`src/logic/smpd_pkg.sv`:
```
package smpd_pkg;

  // register map, byte addresses on the management bus
  localparam logic [7:0] ADDR_QUIESCENT_MODE_CONFIG   = 8'h1a;
  localparam logic [7:0] ADDR_RAIL_ENABLE_CONTROL     = 8'h2f;
  localparam logic [7:0] ADDR_REGULATOR_ENABLE_CONTROL = 8'h32;
  localparam logic [7:0] ADDR_POWER_OFF_SEQUENCE_STEP0 = 8'h58;
  localparam logic [7:0] ADDR_POWER_OFF_SEQUENCE_STEP1 = 8'h59;
  localparam logic [7:0] ADDR_POWER_OFF_SEQUENCE_STEP2 = 8'h5a;

  // field positions
  localparam int QUIESCENT_ENABLE_POS = 4;
  localparam int REG_ENABLE_POS       = 7;
  localparam int PG_AS_INPUT_POS      = 5;
  localparam int RAIL_A_POS           = 6;
  localparam int RAIL_B_POS           = 4;
  localparam int RAIL_C_POS           = 3;
  localparam int STEP_DELAY_LSB       = 4;

  // reset values
  localparam logic [7:0] RST_QUIESCENT_CONFIG = 8'h00;
  localparam logic [7:0] RST_RAIL_ENABLE      = 8'h58;
  localparam logic [7:0] RST_REG_ENABLE       = 8'h00;
  localparam logic [7:0] RST_STEP0            = 8'h11;
  localparam logic [7:0] RST_STEP1            = 8'h12;
  localparam logic [7:0] RST_STEP2            = 8'h14;
  localparam logic [2:0] RAILS_NONE           = 3'h0;

  // event sources, one bit each
  localparam int NUM_EVENTS = 12;
  localparam logic [11:0] EVT_PG_LOW_SET  = 12'h0_23f;
  localparam logic [11:0] EVT_VR_DISABLE  = 12'h0_21a;
  localparam logic [11:0] EVT_CLEARABLE   = 12'h0_dff;

  // timing, clock 20 MHz
  localparam int CLK_PERIOD_NS      = 50;
  localparam int SOFT_STOP_A_NS     = 1000;
  localparam int SOFT_STOP_B_NS     = 2000;
  localparam int SOFT_STOP_C_NS     = 500;
  localparam int DELAY_UNIT_NS      = 2000;
  localparam int PG_RELEASE_DELAY_NS = 5000;

  // least time rounded up to whole cycles, never below one
  function automatic logic [15:0] ns_to_cycles(input int ns);
    int c;
    c = (ns + CLK_PERIOD_NS - 1) / CLK_PERIOD_NS;
    if (c < 1) c = 1;
    return c[15:0];
  endfunction : ns_to_cycles

  localparam logic [15:0] SOFT_STOP_A_CYC = ns_to_cycles(SOFT_STOP_A_NS);
  localparam logic [15:0] SOFT_STOP_B_CYC = ns_to_cycles(SOFT_STOP_B_NS);
  localparam logic [15:0] SOFT_STOP_C_CYC = ns_to_cycles(SOFT_STOP_C_NS);
  localparam logic [15:0] DELAY_UNIT_CYC  = ns_to_cycles(DELAY_UNIT_NS);
  localparam logic [15:0] PG_RELEASE_CYC  = ns_to_cycles(PG_RELEASE_DELAY_NS);

  // high level power state, gray along the usual path
  typedef enum logic [3:0] {
    ST_INVALID_INPUT   = 4'h0,
    ST_PRE_ENABLE      = 4'h1,
    ST_ON_SEQ          = 4'h3,
    ST_REGULATION      = 4'h2,
    ST_OFF_SEQ         = 4'h6,
    ST_PIN_OFF         = 4'h7,
    ST_QUIESCENT       = 4'h5,
    ST_PG_OFF          = 4'h4,
    ST_FAULT_OFF       = 4'hc
  } smpd_state_type;

  typedef enum logic [1:0] {
    CAUSE_PIN   = 2'h0,
    CAUSE_PG_IN = 2'h1,
    CAUSE_FAULT = 2'h3
  } smpd_cause_type;

  // decoded register access from the bus front end
  typedef struct packed {
    logic       wr;
    logic       rd;
    logic [7:0] addr;
    logic [7:0] wdata;
  } smpd_bus_req_type;

endpackage : smpd_pkg

```
`src/logic/smpd_ctrl.sv`:
```
`timescale 1ns/1ps
//
// Overview of operation
// - secure pin fall: pull power-good, run off steps
// - pin rise restarts on steps, releases power-good
// - secure mode ignores bus enable bit writes
// - secure mode: zero writes to rail bits ignored
// - power-good input low: off steps, unlock enable
// - keep registers, keep others locked meanwhile
// - bus enable restarts, releases power-good, relocks
// - internal fault: off steps, power-good low
// - after fault ignore all enables, hold low
// - quiescent enable: pin disable enters quiescent
// - fault shutdown never enters quiescent
// - step waits longest soft-stop then delays
// - interrupt open-drain, active low, latched
// - interrupt holds until condition gone, cleared
// - status bits latch until one written clear; bit 9 clears only on reset
// - clear while condition persists re-raises
// - interrupt does not change regulator operation
// - twelve listed interrupt event sources
// - quiescent: all regulators off, no bus
// - idle: regulators on, bus allowed
// - pre-enable: switchers off, ldo on, pg low
// - fault off state; regulation sets enable bit
// - mask gates only interrupt and power-good
module smpd_ctrl
  import smpd_pkg::*;
(
  input  wire logic              clk,
  input  wire logic              rst,
  input  wire logic              secure_mode,
  input  wire logic              bulk_input_supply_valid,
  input  wire logic              regulator_enable_pin,
  input  wire logic              power_good_pin_in,
  output logic                   power_good_pin_out,
  output logic                   power_good_pin_oe,
  output logic                   general_status_irq_n_out,
  output logic                   general_status_irq_n_oe,
  input  wire logic [11:0]       event_cond,
  input  wire logic [11:0]       event_mask,
  input  wire logic [11:0]       event_clear,
  output logic [11:0]            event_status,
  input  wire smpd_bus_req_type  bus_req,
  output logic [7:0]             bus_rdata,
  output logic                   bus_access_ok,
  output logic [2:0]             rail_on,
  output logic                   ldo_on,
  output smpd_state_type         power_state
);

  ////////////////////////////////////////////////////////////////////////////
  // pin synchronisers, two flops before any logic reads them

  logic [1:0] en_sync_r;
  logic [1:0] pg_sync_r;
  logic [1:0] bulk_sync_r;
  logic [1:0] pg_own_r;
  logic       en_prev_r;

  always_ff @(posedge clk) begin
    if (rst) begin
      en_sync_r   <= 2'h0;
      pg_sync_r   <= 2'h3;
      bulk_sync_r <= 2'h0;
      en_prev_r   <= 1'b0;
      pg_own_r    <= 2'h3;
    end else begin
      en_sync_r   <= {en_sync_r[0], regulator_enable_pin};
      pg_sync_r   <= {pg_sync_r[0], power_good_pin_in};
      bulk_sync_r <= {bulk_sync_r[0], bulk_input_supply_valid};
      en_prev_r   <= en_sync_r[1];
      pg_own_r    <= {pg_own_r[0], power_good_pin_oe}; // own pull echoes through pg_sync_r
    end
  end

  wire pin_en   = en_sync_r[1];
  wire pin_fall = en_prev_r & ~pin_en;
  wire pin_rise = ~en_prev_r & pin_en;
  wire bulk_ok  = bulk_sync_r[1];

  ////////////////////////////////////////////////////////////////////////////
  // register file

  logic [7:0]     qcfg_r;
  logic [7:0]     rail_en_r;
  logic [7:0]     reg_en_r;
  logic [7:0]     step_r [3];
  logic           unlock_r;
  smpd_state_type state_r;
  smpd_state_type state_nxt;

  // quiescent state refuses the bus entirely
  assign bus_access_ok = (state_r != ST_QUIESCENT) && (state_r != ST_INVALID_INPUT);

  wire bus_wr   = bus_req.wr & bus_access_ok;
  wire wr_qcfg  = bus_wr && (bus_req.addr == ADDR_QUIESCENT_MODE_CONFIG);
  wire wr_rail  = bus_wr && (bus_req.addr == ADDR_RAIL_ENABLE_CONTROL);
  wire wr_ren   = bus_wr && (bus_req.addr == ADDR_REGULATOR_ENABLE_CONTROL);
  wire wr_step0 = bus_wr && (bus_req.addr == ADDR_POWER_OFF_SEQUENCE_STEP0);
  wire wr_step1 = bus_wr && (bus_req.addr == ADDR_POWER_OFF_SEQUENCE_STEP1);
  wire wr_step2 = bus_wr && (bus_req.addr == ADDR_POWER_OFF_SEQUENCE_STEP2);

  wire q_en    = qcfg_r[QUIESCENT_ENABLE_POS];
  wire pg_as_in = reg_en_r[PG_AS_INPUT_POS];

  // in secure mode the enable bit is locked unless the pg-input shutdown opened it
  wire ren_bit_wr_ok = ~secure_mode | unlock_r;
  wire bus_enable_cmd = wr_ren & bus_req.wdata[REG_ENABLE_POS] & ren_bit_wr_ok;

  // rail bits: secure mode lets software set them but never clear them
  localparam logic [7:0] RAIL_FIELD = 8'(1 << RAIL_A_POS | 1 << RAIL_B_POS | 1 << RAIL_C_POS);
  wire [7:0] rail_wr_val = secure_mode ? (rail_en_r | (bus_req.wdata & RAIL_FIELD))
                                       : ((rail_en_r & ~RAIL_FIELD) | (bus_req.wdata & RAIL_FIELD));

  // enable bit is owned by the sequencer; control bits follow the bus
  wire [7:0] ren_ctl_val = wr_ren ? (bus_req.wdata & ~(8'h01 << REG_ENABLE_POS))
                                  : (reg_en_r & ~(8'h01 << REG_ENABLE_POS));
  wire       ren_bit_nxt = (state_nxt == ST_REGULATION) || (state_nxt == ST_ON_SEQ);
  wire [7:0] reg_en_nxt  = ren_ctl_val | ({7'h00, ren_bit_nxt} << REG_ENABLE_POS);

  // config registers; contents survive every shutdown path
  always_ff @(posedge clk) begin
    if (rst) begin
      qcfg_r    <= RST_QUIESCENT_CONFIG;
      rail_en_r <= RST_RAIL_ENABLE;
      reg_en_r  <= RST_REG_ENABLE;
      step_r[0] <= RST_STEP0;
      step_r[1] <= RST_STEP1;
      step_r[2] <= RST_STEP2;
    end else begin
      if (wr_qcfg && !secure_mode) qcfg_r <= bus_req.wdata;
      if (wr_rail) rail_en_r <= rail_wr_val;
      reg_en_r <= reg_en_nxt;
      if (wr_step0 && !secure_mode) step_r[0] <= bus_req.wdata;
      if (wr_step1 && !secure_mode) step_r[1] <= bus_req.wdata;
      if (wr_step2 && !secure_mode) step_r[2] <= bus_req.wdata;
    end
  end

  // read mux, registered so the data output comes from a flop
  wire [7:0] rd_mux =
    (bus_req.addr == ADDR_QUIESCENT_MODE_CONFIG)    ? qcfg_r    :
    (bus_req.addr == ADDR_RAIL_ENABLE_CONTROL)      ? rail_en_r :
    (bus_req.addr == ADDR_REGULATOR_ENABLE_CONTROL) ? reg_en_r  :
    (bus_req.addr == ADDR_POWER_OFF_SEQUENCE_STEP0) ? step_r[0] :
    (bus_req.addr == ADDR_POWER_OFF_SEQUENCE_STEP1) ? step_r[1] :
    (bus_req.addr == ADDR_POWER_OFF_SEQUENCE_STEP2) ? step_r[2] : 8'h00;

  always_ff @(posedge clk) begin
    if (rst) bus_rdata <= 8'h00;
    else if (bus_req.rd) bus_rdata <= bus_access_ok ? rd_mux : 8'h00;
  end

  ////////////////////////////////////////////////////////////////////////////
  // event status and interrupt

  logic [11:0] status_r;
  // set wins over clear, so a persisting condition re-latches at once
  wire [11:0] status_nxt = (status_r & ~(event_clear & EVT_CLEARABLE)) | event_cond;
  wire [11:0] live       = status_r & ~event_mask;
  wire        irq_active = |live;
  wire        pg_evt_low = |(live & EVT_PG_LOW_SET);
  // fault shutdown ignores the mask: only the pins are gated by it
  wire        fault_trig = |(event_cond & EVT_VR_DISABLE);

  always_ff @(posedge clk) begin
    if (rst) status_r <= 12'h000;
    else status_r <= status_nxt;
  end

  assign event_status = status_r;

  // open-drain pins: output level fixed low, enable pulls the wire
  assign general_status_irq_n_out = 1'b0;
  assign general_status_irq_n_oe  = irq_active;

  ////////////////////////////////////////////////////////////////////////////
  // sequencer: state, step index, timer, rails

  smpd_cause_type cause_r;
  logic [1:0]     step_idx_r;
  logic           in_delay_r;
  logic [15:0]    timer_r;
  logic [2:0]     seq_rail_r;
  logic           pg_hold_r;

  // longest soft-stop among the rails of one step
  function automatic logic [15:0] longest_stop(input logic [2:0] m);
    logic [15:0] t;
    t = 16'h0001;
    if (m[2] && SOFT_STOP_A_CYC > t) t = SOFT_STOP_A_CYC;
    if (m[1] && SOFT_STOP_B_CYC > t) t = SOFT_STOP_B_CYC;
    if (m[0] && SOFT_STOP_C_CYC > t) t = SOFT_STOP_C_CYC;
    return t;
  endfunction : longest_stop

  function automatic logic [15:0] step_delay(input logic [7:0] s);
    return 16'(s[STEP_DELAY_LSB +: 2]) * DELAY_UNIT_CYC;
  endfunction : step_delay

  wire        timer_done = (timer_r == 16'h0000);
  wire        last_step  = (step_idx_r == 2'h2);
  wire        in_reg     = (state_r == ST_REGULATION) || (state_r == ST_ON_SEQ);

  // shutdown requests, priority fault > pg input > pin
  wire pg_trig  = secure_mode && pg_as_in && !pg_sync_r[1] && (state_r == ST_REGULATION)
                  && !power_good_pin_oe && !(|pg_own_r);
  wire pin_trig = secure_mode && pin_fall && in_reg;
  wire start_off = (fault_trig && in_reg) || pg_trig || pin_trig;
  smpd_cause_type new_cause;
  assign new_cause = fault_trig ? CAUSE_FAULT : (pg_trig ? CAUSE_PG_IN : CAUSE_PIN);

  // on-sequence requests: pin in pre-enable/pin-off/quiescent, bus after pg-input
  wire start_on_pin = pin_rise && ((state_r == ST_PRE_ENABLE) || (state_r == ST_PIN_OFF)
                      || (state_r == ST_QUIESCENT));
  wire start_on_bus = bus_enable_cmd && ((state_r == ST_PG_OFF) ||
                      (!secure_mode && (state_r == ST_PRE_ENABLE)));

  // next state; fault off only leaves through reset, the power cycle
  always_comb begin
    state_nxt = state_r;
    if (!bulk_ok && state_r != ST_FAULT_OFF) begin
      state_nxt = ST_INVALID_INPUT;
    end else begin
      case (state_r)
        ST_INVALID_INPUT: state_nxt = ST_PRE_ENABLE;
        ST_PRE_ENABLE,
        ST_PIN_OFF,
        ST_QUIESCENT: if (start_on_pin) state_nxt = ST_ON_SEQ;
        ST_PG_OFF: if (start_on_bus) state_nxt = ST_ON_SEQ;
        ST_ON_SEQ,
        ST_REGULATION: if (start_off) state_nxt = ST_OFF_SEQ;
        ST_OFF_SEQ: begin
          if (fault_trig && cause_r != CAUSE_FAULT) state_nxt = ST_OFF_SEQ;
          else if (in_delay_r && timer_done && last_step) begin
            if (cause_r == CAUSE_FAULT) state_nxt = ST_FAULT_OFF;
            else if (cause_r == CAUSE_PG_IN) state_nxt = ST_PG_OFF;
            else if (q_en) state_nxt = ST_QUIESCENT;
            else state_nxt = ST_PIN_OFF;
          end
        end
        ST_FAULT_OFF: state_nxt = ST_FAULT_OFF;
        default: state_nxt = ST_INVALID_INPUT;
      endcase
      if (state_r == ST_ON_SEQ && !start_off && in_delay_r && timer_done
          && last_step && !pg_hold_r) state_nxt = ST_REGULATION;
    end
  end

  wire entering_off = (state_nxt == ST_OFF_SEQ) && (state_r != ST_OFF_SEQ);
  wire entering_on  = (state_nxt == ST_ON_SEQ) && (state_r != ST_ON_SEQ);
  wire seq_active   = (state_r == ST_OFF_SEQ) || (state_r == ST_ON_SEQ);
  wire step_adv     = seq_active && in_delay_r && timer_done && !last_step;
  wire to_delay     = seq_active && !in_delay_r && timer_done;

  // step: rails change, wait longest soft-stop, then the programmed delay
  always_ff @(posedge clk) begin
    if (rst) begin
      state_r    <= ST_INVALID_INPUT;
      cause_r    <= CAUSE_PIN;
      step_idx_r <= 2'h0;
      in_delay_r <= 1'b0;
      timer_r    <= 16'h0000;
    end else begin
      state_r <= state_nxt;
      if (entering_off || (state_r == ST_OFF_SEQ && fault_trig && cause_r != CAUSE_FAULT))
        cause_r <= entering_off ? new_cause : CAUSE_FAULT;
      if (entering_off || entering_on) begin
        step_idx_r <= 2'h0;
        in_delay_r <= 1'b0;
        timer_r    <= longest_stop(step_r[0][2:0]) - 16'h0001;
      end else if (to_delay) begin
        in_delay_r <= 1'b1;
        timer_r    <= step_delay(step_r[step_idx_r]);
      end else if (step_adv) begin
        step_idx_r <= step_idx_r + 2'h1;
        in_delay_r <= 1'b0;
        timer_r    <= longest_stop(step_r[step_idx_r + 2'h1][2:0]) - 16'h0001;
      end else if (!timer_done) begin
        timer_r <= timer_r - 16'h0001;
      end
    end
  end

  // rails driven by the sequencer, then gated by the rail enable bits
  wire [2:0] step_mask_now = (entering_off || entering_on) ? step_r[0][2:0]
                             : step_r[step_idx_r + 2'h1][2:0];
  wire       step_load     = entering_off || entering_on || step_adv;
  wire       going_on      = entering_on || (state_r == ST_ON_SEQ && !entering_off);

  always_ff @(posedge clk) begin
    if (rst) seq_rail_r <= RAILS_NONE;
    else if (state_nxt == ST_INVALID_INPUT || state_nxt == ST_QUIESCENT) seq_rail_r <= RAILS_NONE;
    else if (step_load && going_on) seq_rail_r <= seq_rail_r | step_mask_now;
    else if (step_load) seq_rail_r <= seq_rail_r & ~step_mask_now;
  end

  assign rail_on = seq_rail_r & {rail_en_r[RAIL_A_POS], rail_en_r[RAIL_B_POS],
                                 rail_en_r[RAIL_C_POS]};
  assign ldo_on  = (state_r != ST_QUIESCENT) && (state_r != ST_INVALID_INPUT);
  assign power_state = state_r;

  ////////////////////////////////////////////////////////////////////////////
  // power-good release delay and pg-input unlock

  logic [15:0] pg_cnt_r;
  wire last_on_delay_done = (state_r == ST_ON_SEQ) && in_delay_r && timer_done && last_step;

  // pull power-good low from the start of a shutdown until release delay ends
  always_ff @(posedge clk) begin
    if (rst) begin
      pg_hold_r <= 1'b1;
      pg_cnt_r  <= 16'h0000;
    end else if (state_nxt != ST_ON_SEQ && state_nxt != ST_REGULATION) begin
      pg_hold_r <= 1'b1;
      pg_cnt_r  <= 16'h0000;
    end else if (last_on_delay_done && pg_hold_r) begin
      if (pg_cnt_r == PG_RELEASE_CYC - 16'h0001) pg_hold_r <= 1'b0;
      else pg_cnt_r <= pg_cnt_r + 16'h0001;
    end
  end

  // only the enable bit opens during pg-input shutdown; closes on re-enable
  always_ff @(posedge clk) begin
    if (rst) unlock_r <= 1'b0;
    else if (entering_off && new_cause == CAUSE_PG_IN) unlock_r <= 1'b1;
    else if (entering_on || state_nxt == ST_FAULT_OFF) unlock_r <= 1'b0;
  end

  assign power_good_pin_out = 1'b0;
  assign power_good_pin_oe  = pg_hold_r || pg_evt_low;
endmodule : smpd_ctrl

```
`config.mk`:
```
export PLATFORM = sky130hd
export DESIGN_NAME = smpd_ctrl
export DESIGN_NICKNAME = d
export VERILOG_FILES = /design/src/logic/smpd_pkg.sv /design/src/logic/smpd_ctrl.sv
export SDC_FILE = /design/constraint.sdc
export NUM_CORES = 1
export LEC_CHECK = 0
export BUFFER_PORTS_ARGS = -buffer_cell sky130_fd_sc_hd__buf_2
export CAP_MARGIN = 20
export CORE_MARGIN = 2
export CORE_UTILIZATION = 30
export DETAILED_ROUTE_END_ITERATION = 6
export PLACE_DENSITY = 0.54
export SETUP_SLACK_MARGIN = 0.5
export SYNTH_ARGS = -nofsm -noshare
export SYNTH_HDL_FRONTEND = slang
export SYNTH_SLANG_ARGS = --single-unit
export TNS_END_PERCENT = 20
```
`constraint.sdc`:
```
create_clock -name clk -period 3.1 [get_ports clk]
set_input_delay 0.62 -clock clk [delete_from_list [all_inputs] [get_ports clk]]
set_output_delay 0.62 -clock clk [all_outputs]
set_load 0.02 [all_outputs]
```
==> results of run 1 <==
## Yosys cell counts (14+ instances only)
cell and instances:
edfxtp_1 24, inv_1 34, a21oi_1 53, nand3_1 14
o21ai_0 15, nand2_1 39, nand2b_1 21, or3_1 16
mux2i_1 35, nor3_1 22, nor2_1 103, and2_1 16
dfxtp_1 96, clkbuf_1 14
## registers in the layout (all words and copies together) (netlist names), 3 cells and up, named ones only
| signal | cells |
|---|---|
| pg_cnt_r | 16 |
| event_status | 12 |
| bus_rdata | 8 |
| reg_en_r | 8 |
| rail_en_r | 3 |
| timer_r | 16 |
| step_r | 24 |
| power_state | 4 |
| qcfg_r | 8 |
## metal layers
| metal | vias to the layer above | GRT usage (%) |
|---|---|---|
| li1 | 2568 | - |
| met1 | 2387 | 20.08 |
| met2 | 101 | 24.74 |
| met3 | 21 | 3.366 |
| met4 | 0 | 5.882 |
| met5 | - | 0 |
## critical path, delay by kind of cell
kind,cells,cell delay [ps]
AOI/OAI and AO/OA,3,810
and+or+nand+nor,5,1360
buffers and inverters,2,210
## cells in the final DEF, fill, tap and decap left out, drive strengths merged, types with 16 or more instances in the layout
cell and count:
buf 145, nor2 110, dfxtp 96, a21oi 54, nand2 39, mux2i 35
inv 34, edfxtp 24, clkbuf 24, nand2b 23, nor3 22, and2 16
or3 16, o21ai 16
## power breakdown
part           switching, mW  leakage (nW)  internal, mW
sequential             0.122          1.01          1.70
clock                  0.681         0.264          1.16
combinational          0.592          1.87         0.545
## layout make-up
class | count | area (um2)
sequential | 120 | 2655
clock inverter | 8 | 72.57
clock buffer | 23 | 479.2
inverter | 34 | 127.6
fill | 1967 | 11240
timing repair buffer | 146 | 910.9
multi-input combinational | 477 | 3087
tap | 260 | 325.3
## final timing paths
| path | endpoint | cells after the start |
|---|---|---|
| max | timer_r[13] | 10 |
| min | pg_sync_r[0] | 2 |
| max reg2reg | timer_r[2] | 10 |
| min reg2reg | pg_sync_r[1] | 1 |
## cell families after synthesis
group	after synthesis
AO/OA/AOI/OAI	109
XOR/XNOR	23
adder cells (fa/ha/maj)	4
buffers and inverters	62
flip-flops	120
multiplexers	37
other	1
AND/OR/NAND/NOR	301
## timing repair
| action | CTS | global route |
|---|---|---|
| pin swaps | 3 | 18 |
| resized for setup | 13 | 31 |
| endpoints found under the hold margin | 0 | 0 |
| setup endpoints to repair | 24 | 27 |
| buffers inserted | 3 | 13 |
==> run_results.csv, run 1 <==
group,metric,value,unit
yosys,synth_xor_area_share,3.456,%
detailed_routing,vias,5077,
place,gp_congestion,0.8225,
sta,hold_violations,0,
critical_path,worstSetupStartpointType,"input port",
critical_path,path_class,"in -> reg",
yosys,synth-compound-area-share,11.64,%
detailed_routing,wl_met3,586,um
sta,finalCritPeriodShare,86.61,%
cts,cts_buffers,17,
cts,cts.hold.buffers_added,0,
floorplan,dieHeight,143.4,um
worst_hold_path,hp-start,"power_good_pin_in",
cts,path_clk_slew,50,ps
floorplan,ios,93,
detailed_routing,via_per_inst,4.754,
sta,timing.final.ws_setup,415.2,ps
floorplan,core_area,18890,um2
cts,cts_num_sinks,120,
place,post_dp_cell_area,6783,um2
critical_path,max_stage_delay,470,ps
critical_path,slowest_stage,"a2111o_1",
floorplan,dieWidth,143.4,um
yosys,synth-seq-cells,120,
critical_path,worstSetupEndpointType,"register",
detailed_routing,maxUsedRoutingLayer,"met4",
detailed_routing,antenna_left,0,
sta,slew_violations,0,
yosys,netlist_area,5828,um2
floorplan,initial_core_util,30.85,%
yosys,yosys-top-cells-area,"dfxtp_1 33%, edfxtp_1 12%, nor2_1 6.6%, mux2i_1 6.0%, a21oi_1 4.6%",
detailed_routing,drt-met1-wl,7328,um
final_layout,drive_gt1_share,28.34,%
detailed_routing,route.detailed.drc,0,
final_layout,n_antenna_cell,0,
global_routing,grt_pass1_vias,4756,
critical_path,worst_ep_required_time,3440,ps
detailed_routing,wl_met2,7183,um
yosys,synth_top_area_share,32.98,%
critical_path,r2r_start,"timer_r[2]",
pwr,p_leak,3.147,nW
critical_path,r2r_setup_slack,530,ps
yosys,yosysWarnings,0,
sta,relSlewSlack,54.13,%
yosys,yosysUniqueCellTypes,64,
sta,fin_worst_skew,5.267,ps
yosys,synth_top_cell_by_area,"dfxtp_1",
floorplan,core.rowCount,50,
final_layout,final_nets,860,
critical_path,crit_chain,"buf_6, or2_4, nor4_4, nand4b_1, a2111o_1, and4b_1, a21o_4, buf_6, or3_1, a21oi_2",
pwr,ir_drop,0.4021,mV
global_routing,grt_start_max_net_pins,29,
yosys,seq_area_frac_synth,45.34,%
sta,fmax,372.5,MHz
detailed_routing,wl,15370,um
cts,cts_max_path_buffers,2,
critical_path,path_max_fanout,4,
yosys,synthFlopType,"dfxtp_1",
global_routing,grt_use_total,15.34,%
yosys,synth_cells,657,
critical_path,cp.arrival,3030,ps
place,placedCellCount,1021,
critical_path,startpoint,"bus_req[15]",
cts,clock_latency,410,ps
place,place_hpwl,11340,um
yosys,syn_area_per_cell,8.871,um2
yosys,async_flop_share,0,%
final_layout,fin_util,40.53,%
detailed_routing,drt-pass1-iter-count,5,
sta,grt_setup_unrepaired,"true",
detailed_routing,wl_per_cell,14.39,um
cts,cts_root_buffer,"clkbuf_16",
yosys,synthMuxAreaShare,6.398,%
sta,finalCriticalPeriod,2685,ps
sta,hold-worst-slack,392.3,ps
global_routing,grt_pass1_wl,24430,um
yosys,synthAdderAreaFrac,0.8587,%
sta,fin_setup_tns,0,ps
sta,max_slew.worst_pin.slew,688.0,ps
global_routing,antenna_found_initial,0,
final_layout,postLayoutCellArea,7657,um2
outcome,status,"finished clean",
critical_path,crit_top_cell,"buf_6",
pwr,power.total,4.801,mW
place,place_ws,-35.65,ps
global_routing,grt-ovfl-total,0,
yosys,synth_edf_count,24,
worst_hold_path,worst_hold_path_type,"in -> reg",
sta,setup_viol,0,
cts,cts_tree,"done",
cts,cts-htree-levels,4,
floorplan,dieArea,20560,um2
run,maxCapViolCount,0,
yosys,yosys.area_share.simple,27.54,%
final_layout,fin_cells,1068,
place,port_buffers,89,
yosys,synth_top_family_by_area,"simple AND/OR/NAND/NOR gates",
final_layout,syn_to_final_growth,31.39,%
pwr,power.density,627.0,nW/um2
detailed_routing,drtIter0Drc,209,
Power figures use the tool's default switching activity.
==> run 2, diff against run 1 <==
Settings changed: CTS_BUF_LIST from default to sky130_fd_sc_hd__clkbuf_16, PLACE_DENSITY 0.54 to 0.52.
==> run_results.csv, run 2 (synthesis results as in run 1) <==
group,metric,value,unit
global_routing,grt_pass1_wl,24230,um
floorplan,core_area,18890,um2
floorplan,ios,93,
detailed_routing,drtIter0Drc,277,
floorplan,core.rowCount,50,
final_layout,reg.largest.list,"step_r x24, pg_cnt_r x16, timer_r x16",
global_routing,gr-usage-met3,3.732,%
place,gp_congestion,0.8593,
sta,fin_worst_skew,10.15,ps
sta,slew_violations,0,
global_routing,grt_util_met1,19.82,%
worst_hold_path,worst_hold_path_type,"in -> reg",
sta,finalCriticalPeriod,2546,ps
detailed_routing,wl,15340,um
cts,clock_latency,420,ps
cts,path_clk_slew,60,ps
sta,finalCritPeriodShare,82.12,%
final_layout,syn_to_final_growth,30.33,%
critical_path,path_class,"in -> reg",
critical_path,slowest_stage,"a2111o_1",
final_layout,largest_reg_flops,24,
global_routing,grtUsageMet2,24.39,%
final_layout,final_common_cell,"nor2_1",
final_layout,final_nets,852,
cts,cts_buffers,17,
cts,cts_num_sinks,120,
pwr,ir_drop,0.4364,mV
sta,max_slew.worst_pin.slew,502.1,ps
global_routing,grt-ovfl-total,0,
place,place_hpwl,11340,um
sta,fmax,392.8,MHz
cts,cts_tree,"done",
final_layout,most-common-layout-cells,"103 x nor2_1, 90 x dfxtp_1, 89 x buf_2",
critical_path,worstSetupStartpointType,"input port",
cts,cts-htree-levels,4,
outcome,status,"finished clean",
cts,cts_root_buffer,"clkbuf_16",
detailed_routing,drt-pass1-iter-count,5,
place,port_buffers,89,
sta,grt_setup_unrepaired,"true",
detailed_routing,antenna_left,0,
cts,cts_max_path_buffers,2,
cts,cts.hold.buffers_added,0,
final_layout,top_register,"step_r",
detailed_routing,via_per_inst,4.724,
final_layout,fin_util,40.21,%
global_routing,grt_use_total,15.24,%
critical_path,worst_ep_required_time,3460,ps
pwr,power.density,638.8,nW/um2
final_layout,drive_gt1_share,27.38,%
sta,timing.final.ws_setup,554.2,ps
detailed_routing,vias,5007,
detailed_routing,route.detailed.drc,0,
global_routing,antenna_found_initial,0,
floorplan,dieArea,20560,um2
detailed_routing,wl_per_cell,14.47,um
critical_path,max_stage_delay,440,ps
global_routing,grt_start_max_net_pins,35,
run,maxCapViolCount,0,
critical_path,worstSetupEndpointType,"register",
sta,relSlewSlack,66.43,%
critical_path,path_max_fanout,9,
global_routing,grt_pass1_vias,4702,
critical_path,cp.arrival,2900,ps
final_layout,fin_cells,1060,
place,placedCellCount,1023,
critical_path,crit_chain,"buf_2, nand2b_4, nor4_4, nand4b_1, a2111o_1, and4b_1, a21o_4, buf_12, or3_1, a21oi_2",
global_routing,grt_busiest_layer,"met2",
final_layout,n_antenna_cell,0,
floorplan,dieHeight,143.4,um
place,place_ws,-79.35,ps
sta,hold_violations,0,
floorplan,dieWidth,143.4,um
floorplan,initial_core_util,30.85,%
sta,setup_viol,0,
pwr,p_leak,3.140,nW
[run 2: cell count changes in the layout (fill, tap and decap cells not counted), moves of 3 or more]
cell / before / now
nand2b_4: 0 / 3
a21oi_2: 5 / 2
buf_4: 52 / 46
clkinv_4: 0 / 3
clkbuf_1: 4 / 0
[run 2: repair_timing]
item,in CTS,in global routing
setup buffers,3,3
setup endpoints to repair,22,20
pin swaps,10,9
hold endpoints to repair,0,0
gates resized for setup,12,26
[run 2: final timing paths]
check	cells after the start	slack, ps	from	end
worst max register to register	10	560	timer_r[5]	timer_r[2]
worst max-delay path	10	550	bus_req[10]	timer_r[2]
worst min register to register	1	410	pg_sync_r[0]	pg_sync_r[1]
worst min-delay path	2	380	power_good_pin_in	pg_sync_r[0]
[run 2: where the power goes]
group,total (mW),switching (mW),internal [mW],leakage (nW)
registers,1.82,0.120,1.70,1.01
clock network,1.90,0.714,1.18,0.284
logic,1.13,0.593,0.541,1.85
[run 2: critical path: cells and delay by family]
| family | cells | cell delay [ps] |
|---|---|---|
| AND/OR/NAND/NOR | 5 | 1250 |
| buffers and inverters | 2 | 240 |
| AO/OA/AOI/OAI | 3 | 770 |
[run 2: cell type report]
| class | count | area, um2 |
|---|---|---|
| clock buffers | 19 | 475.5 |
| clock inverters | 12 | 97.59 |
| fillers | 1981 | 11300 |
| inverters | 34 | 127.6 |
| multi-input cells | 477 | 3084 |
| flip-flops and latches | 120 | 2653 |
| well taps | 260 | 325.3 |
| repair buffers | 138 | 833.3 |
[run 2: per-stage QoR]
stage               instance area, um2  hold WS, ps  total power, mW  setup TNS, ps
floorplan                         5838        389.5            2.539              0
global placement                  6798        393.5            2.813         -177.0
detailed placement                6798        393.2            2.804         -249.1
CTS                               7448        359.7            4.761              0
global route                      7596        360.2            5.130              0
finish                            7596        380.5            4.853              0
[run 2: metal layers]
layer / routed length (um) / vias up
met4: 127 / 0
met2: 7414 / 92
met3: 682 / 13
met5: 0 / -
li1: - / 2561
met1: 7114 / 2341
==> run 3, diff against run 2 <==
Settings changed: ABC_AREA from default to 1, PLACE_DENSITY 0.52 to 0.51.
Clock period 3.1 ns to 2.6 ns, I/O delays scaled along.
==> run_results.csv, run 3 <==
group,metric,value,unit
outcome,status,"finished clean",
yosys,netlist_area,6427,um2
yosys,synth-seq-cells,120,
final_layout,most-common-layout-cells,"163 x nand2_1, 122 x inv_1, 118 x nor2_1",
critical_path,worst_ep_required_time,2920,ps
sta,timing.final.ws_setup,287.2,ps
sta,grt_setup_unrepaired,"true",
final_layout,reg.largest.list,"step_r x24, pg_cnt_r x16, timer_r x16",
place,gp_congestion,0.8210,
final_layout,final_nets,1137,
sta,fin_worst_skew,13.06,ps
yosys,yosys.area_share.simple,35.95,%
detailed_routing,drtIter0Drc,286,
detailed_routing,wl,18970,um
detailed_routing,vias,6296,
run,maxCapViolCount,0,
yosys,yosysWarnings,0,
sta,fmax,432.4,MHz
yosys,synth-compound-area-share,11.54,%
global_routing,grt_use_total,17.19,%
final_layout,final_common_cell,"nand2_1",
place,place_ws,49.66,ps
yosys,synth_top_area_share,29.90,%
sta,finalCritPeriodShare,88.95,%
cts,cts_tree,"done",
yosys,seq_area_frac_synth,41.11,%
final_layout,n_antenna_cell,0,
critical_path,ff2ff_path_depth,17,
floorplan,dieHeight,150.4,um
final_layout,drive_gt1_share,30.02,%
yosys,yosys-top-cells-area,"dfxtp_1 30%, edfxtp_1 11%, nand2_1 11%, nor2_1 7.9%, inv_1 7.4%",
sta,fin_setup_tns,0,ps
detailed_routing,route.detailed.drc,0,
yosys,synth_cells,904,
pwr,p_leak,3.969,nW
pwr,power.density,735.3,nW/um2
cts,cts-htree-levels,4,
global_routing,antenna_found_initial,0,
worst_hold_path,hold-path-cell-count,2,
critical_path,worstSetupStartpointType,"register",
global_routing,grt-ovfl-total,0,
yosys,yosysUniqueCellTypes,51,
sta,hold-worst-slack,264.6,ps
critical_path,path_max_fanout,7,
final_layout,syn_to_final_growth,36.05,%
critical_path,worstSetupEndpointType,"register",
final_layout,largest_reg_flops,24,
yosys,synthFlopType,"dfxtp_1",
critical_path,r2r_setup_slack,290,ps
floorplan,core_area,21020,um2
yosys,ys_top_cells_by_count,"183 x nand2_1, 135 x nor2_1, 126 x inv_1, 96 x dfxtp_1, 77 x nand3_1",
worst_hold_path,worst_hold_path_type,"in -> reg",
global_routing,grt_pass1_wl,30370,um
yosys,synth_top_cell_by_area,"dfxtp_1",
cts,cts_num_sinks,120,
sta,setup_viol,0,
cts,cts_max_path_buffers,2,
detailed_routing,wl_per_cell,13.94,um
critical_path,r2r_start,"power_state[1]",
yosys,syn_area_per_cell,7.110,um2
floorplan,initial_core_util,30.58,%
worst_hold_path,hp-start,"power_good_pin_in",
global_routing,grt_pass1_vias,5996,
yosys,synth_xor_area_share,1.090,%
place,place_hpwl,13680,um
sta,finalCriticalPeriod,2313,ps
sta,hold_violations,0,
place,port_buffers,89,
detailed_routing,antenna_left,0,
critical_path,path_class,"reg -> reg",
cts,cts_root_buffer,"clkbuf_16",
yosys,synth.most_common_cell,"nand2_1",
cts,clock_latency,430,ps
cts,cts.hold.buffers_added,0,
yosys,synthMuxAreaShare,0,%
critical_path,r2r-end,"timer_r[5]",
final_layout,top_register,"step_r",
detailed_routing,via_per_inst,4.626,
floorplan,core.rowCount,53,
critical_path,cp.arrival,2630,ps
yosys,async_flop_share,0,%
yosys,synth_edf_count,24,
final_layout,nFillCells,2158,
floorplan,ios,93,
yosys,synth_top_family_by_area,"simple AND/OR/NAND/NOR gates",
detailed_routing,drt-pass1-iter-count,7,
global_routing,grt_start_max_net_pins,31,
floorplan,dieWidth,150.4,um
critical_path,startpoint,"power_state[1]",
floorplan,dieArea,22610,um2
cts,cts_buffers,17,
sta,slew_violations,0,
yosys,synthAdderAreaFrac,0.7787,%
cts,path_clk_slew,60,ps
pwr,ir_drop,0.5186,mV
critical_path,cp-endpoint,"timer_r[5]",
## run 3: cell count changes in the layout (fill, tap and decap cells not counted), moves of 15 or more
cell / previous run / this run
nand2_2: 2 / 22
nand2_1: 37 / 163
or3_1: 16 / 0
nor2_1: 103 / 118
inv_1: 34 / 122
nand2b_1: 19 / 0
nor2_4: 0 / 22
buf_4: 46 / 70
nand3_1: 14 / 67
o21ai_0: 15 / 45
and2_1: 16 / 0
mux2i_1: 34 / 0
## run 3: cells by family after synthesis
group           after synthesis
xor+xnor                      8
fa+ha+maj                     4
other cells                   1
compound gates              132
buf+inv                     151
simple gates                488
flops                       120
## run 3: area by class of cell
| type | instances | area (um2) | share of cell area, % |
|---|---|---|---|
| well taps | 275 | 344.1 | 3.935 |
| multi-input cells | 637 | 3595 | 41.11 |
| flip-flops and latches | 120 | 2671 | 30.55 |
| repair buffers | 167 | 1074 | 12.28 |
| clock inverters | 15 | 137.6 | 1.574 |
| inverters | 130 | 498.0 | 5.695 |
| clock buffers | 17 | 425.4 | 4.865 |
## run 3: what timing repair did
| item | in CTS | in global routing |
|---|---|---|
| pin swaps | 37 | 34 |
| cloned | 2 | 0 |
| setup endpoints to repair | 46 | 64 |
| resized for setup | 57 | 47 |
| setup buffers | 26 | 14 |
## run 3: power breakdown
part	leakage, nW	internal, mW	switching, mW
clock	0.273	1.39	0.890
combinational	2.68	0.823	1.16
sequential	1.02	2.05	0.120
## run 3: per-layer routing
layer / GRT usage [%] / part of all wire [%]
met3: 3.424 / 3.5
met2: 28.84 / 48
met4: 6.226 / 1.9
met1: 21.88 / 46
met5: 0 / 0
## run 3: worst min-delay path by stage
stage	endpoint
after floorplan	bulk_sync_r[1]
after detailed placement	en_sync_r[1]
after global routing	pg_sync_r[0]
after global placement	en_sync_r[1]
after CTS	pg_sync_r[0]
final	pg_sync_r[0]
## run 3: worst max-delay path, stage by stage, from the launching register on
cell and delay, ps:
dfxtp_4 360, buf_4 160, nor2_4 210, nand2_2 100
nand3_2 100, nor2_4 50, nand3_2 100, nand2_2 70
nor2_2 130, nand2_2 100, nand2_4 100, nor2_4 50
nand3_4 110, nand2_8 100, inv_8 100, nand3_4 150
nand2_8 170, nor2_1 60
## run 3: through the flow
stage	total power, mW	cell area, um2	util [%]	instances
6_report	6.430	8745	41.60	1361
5_1_grt	6.836	8745	41.60	1361
4_1_cts	6.299	8471	40.30	1347
3_5_place_dp	3.830	7480	35.58	1287
3_3_place_gp	3.834	7480	35.58	1287
2_1_floorplan	3.440	6529	-	906
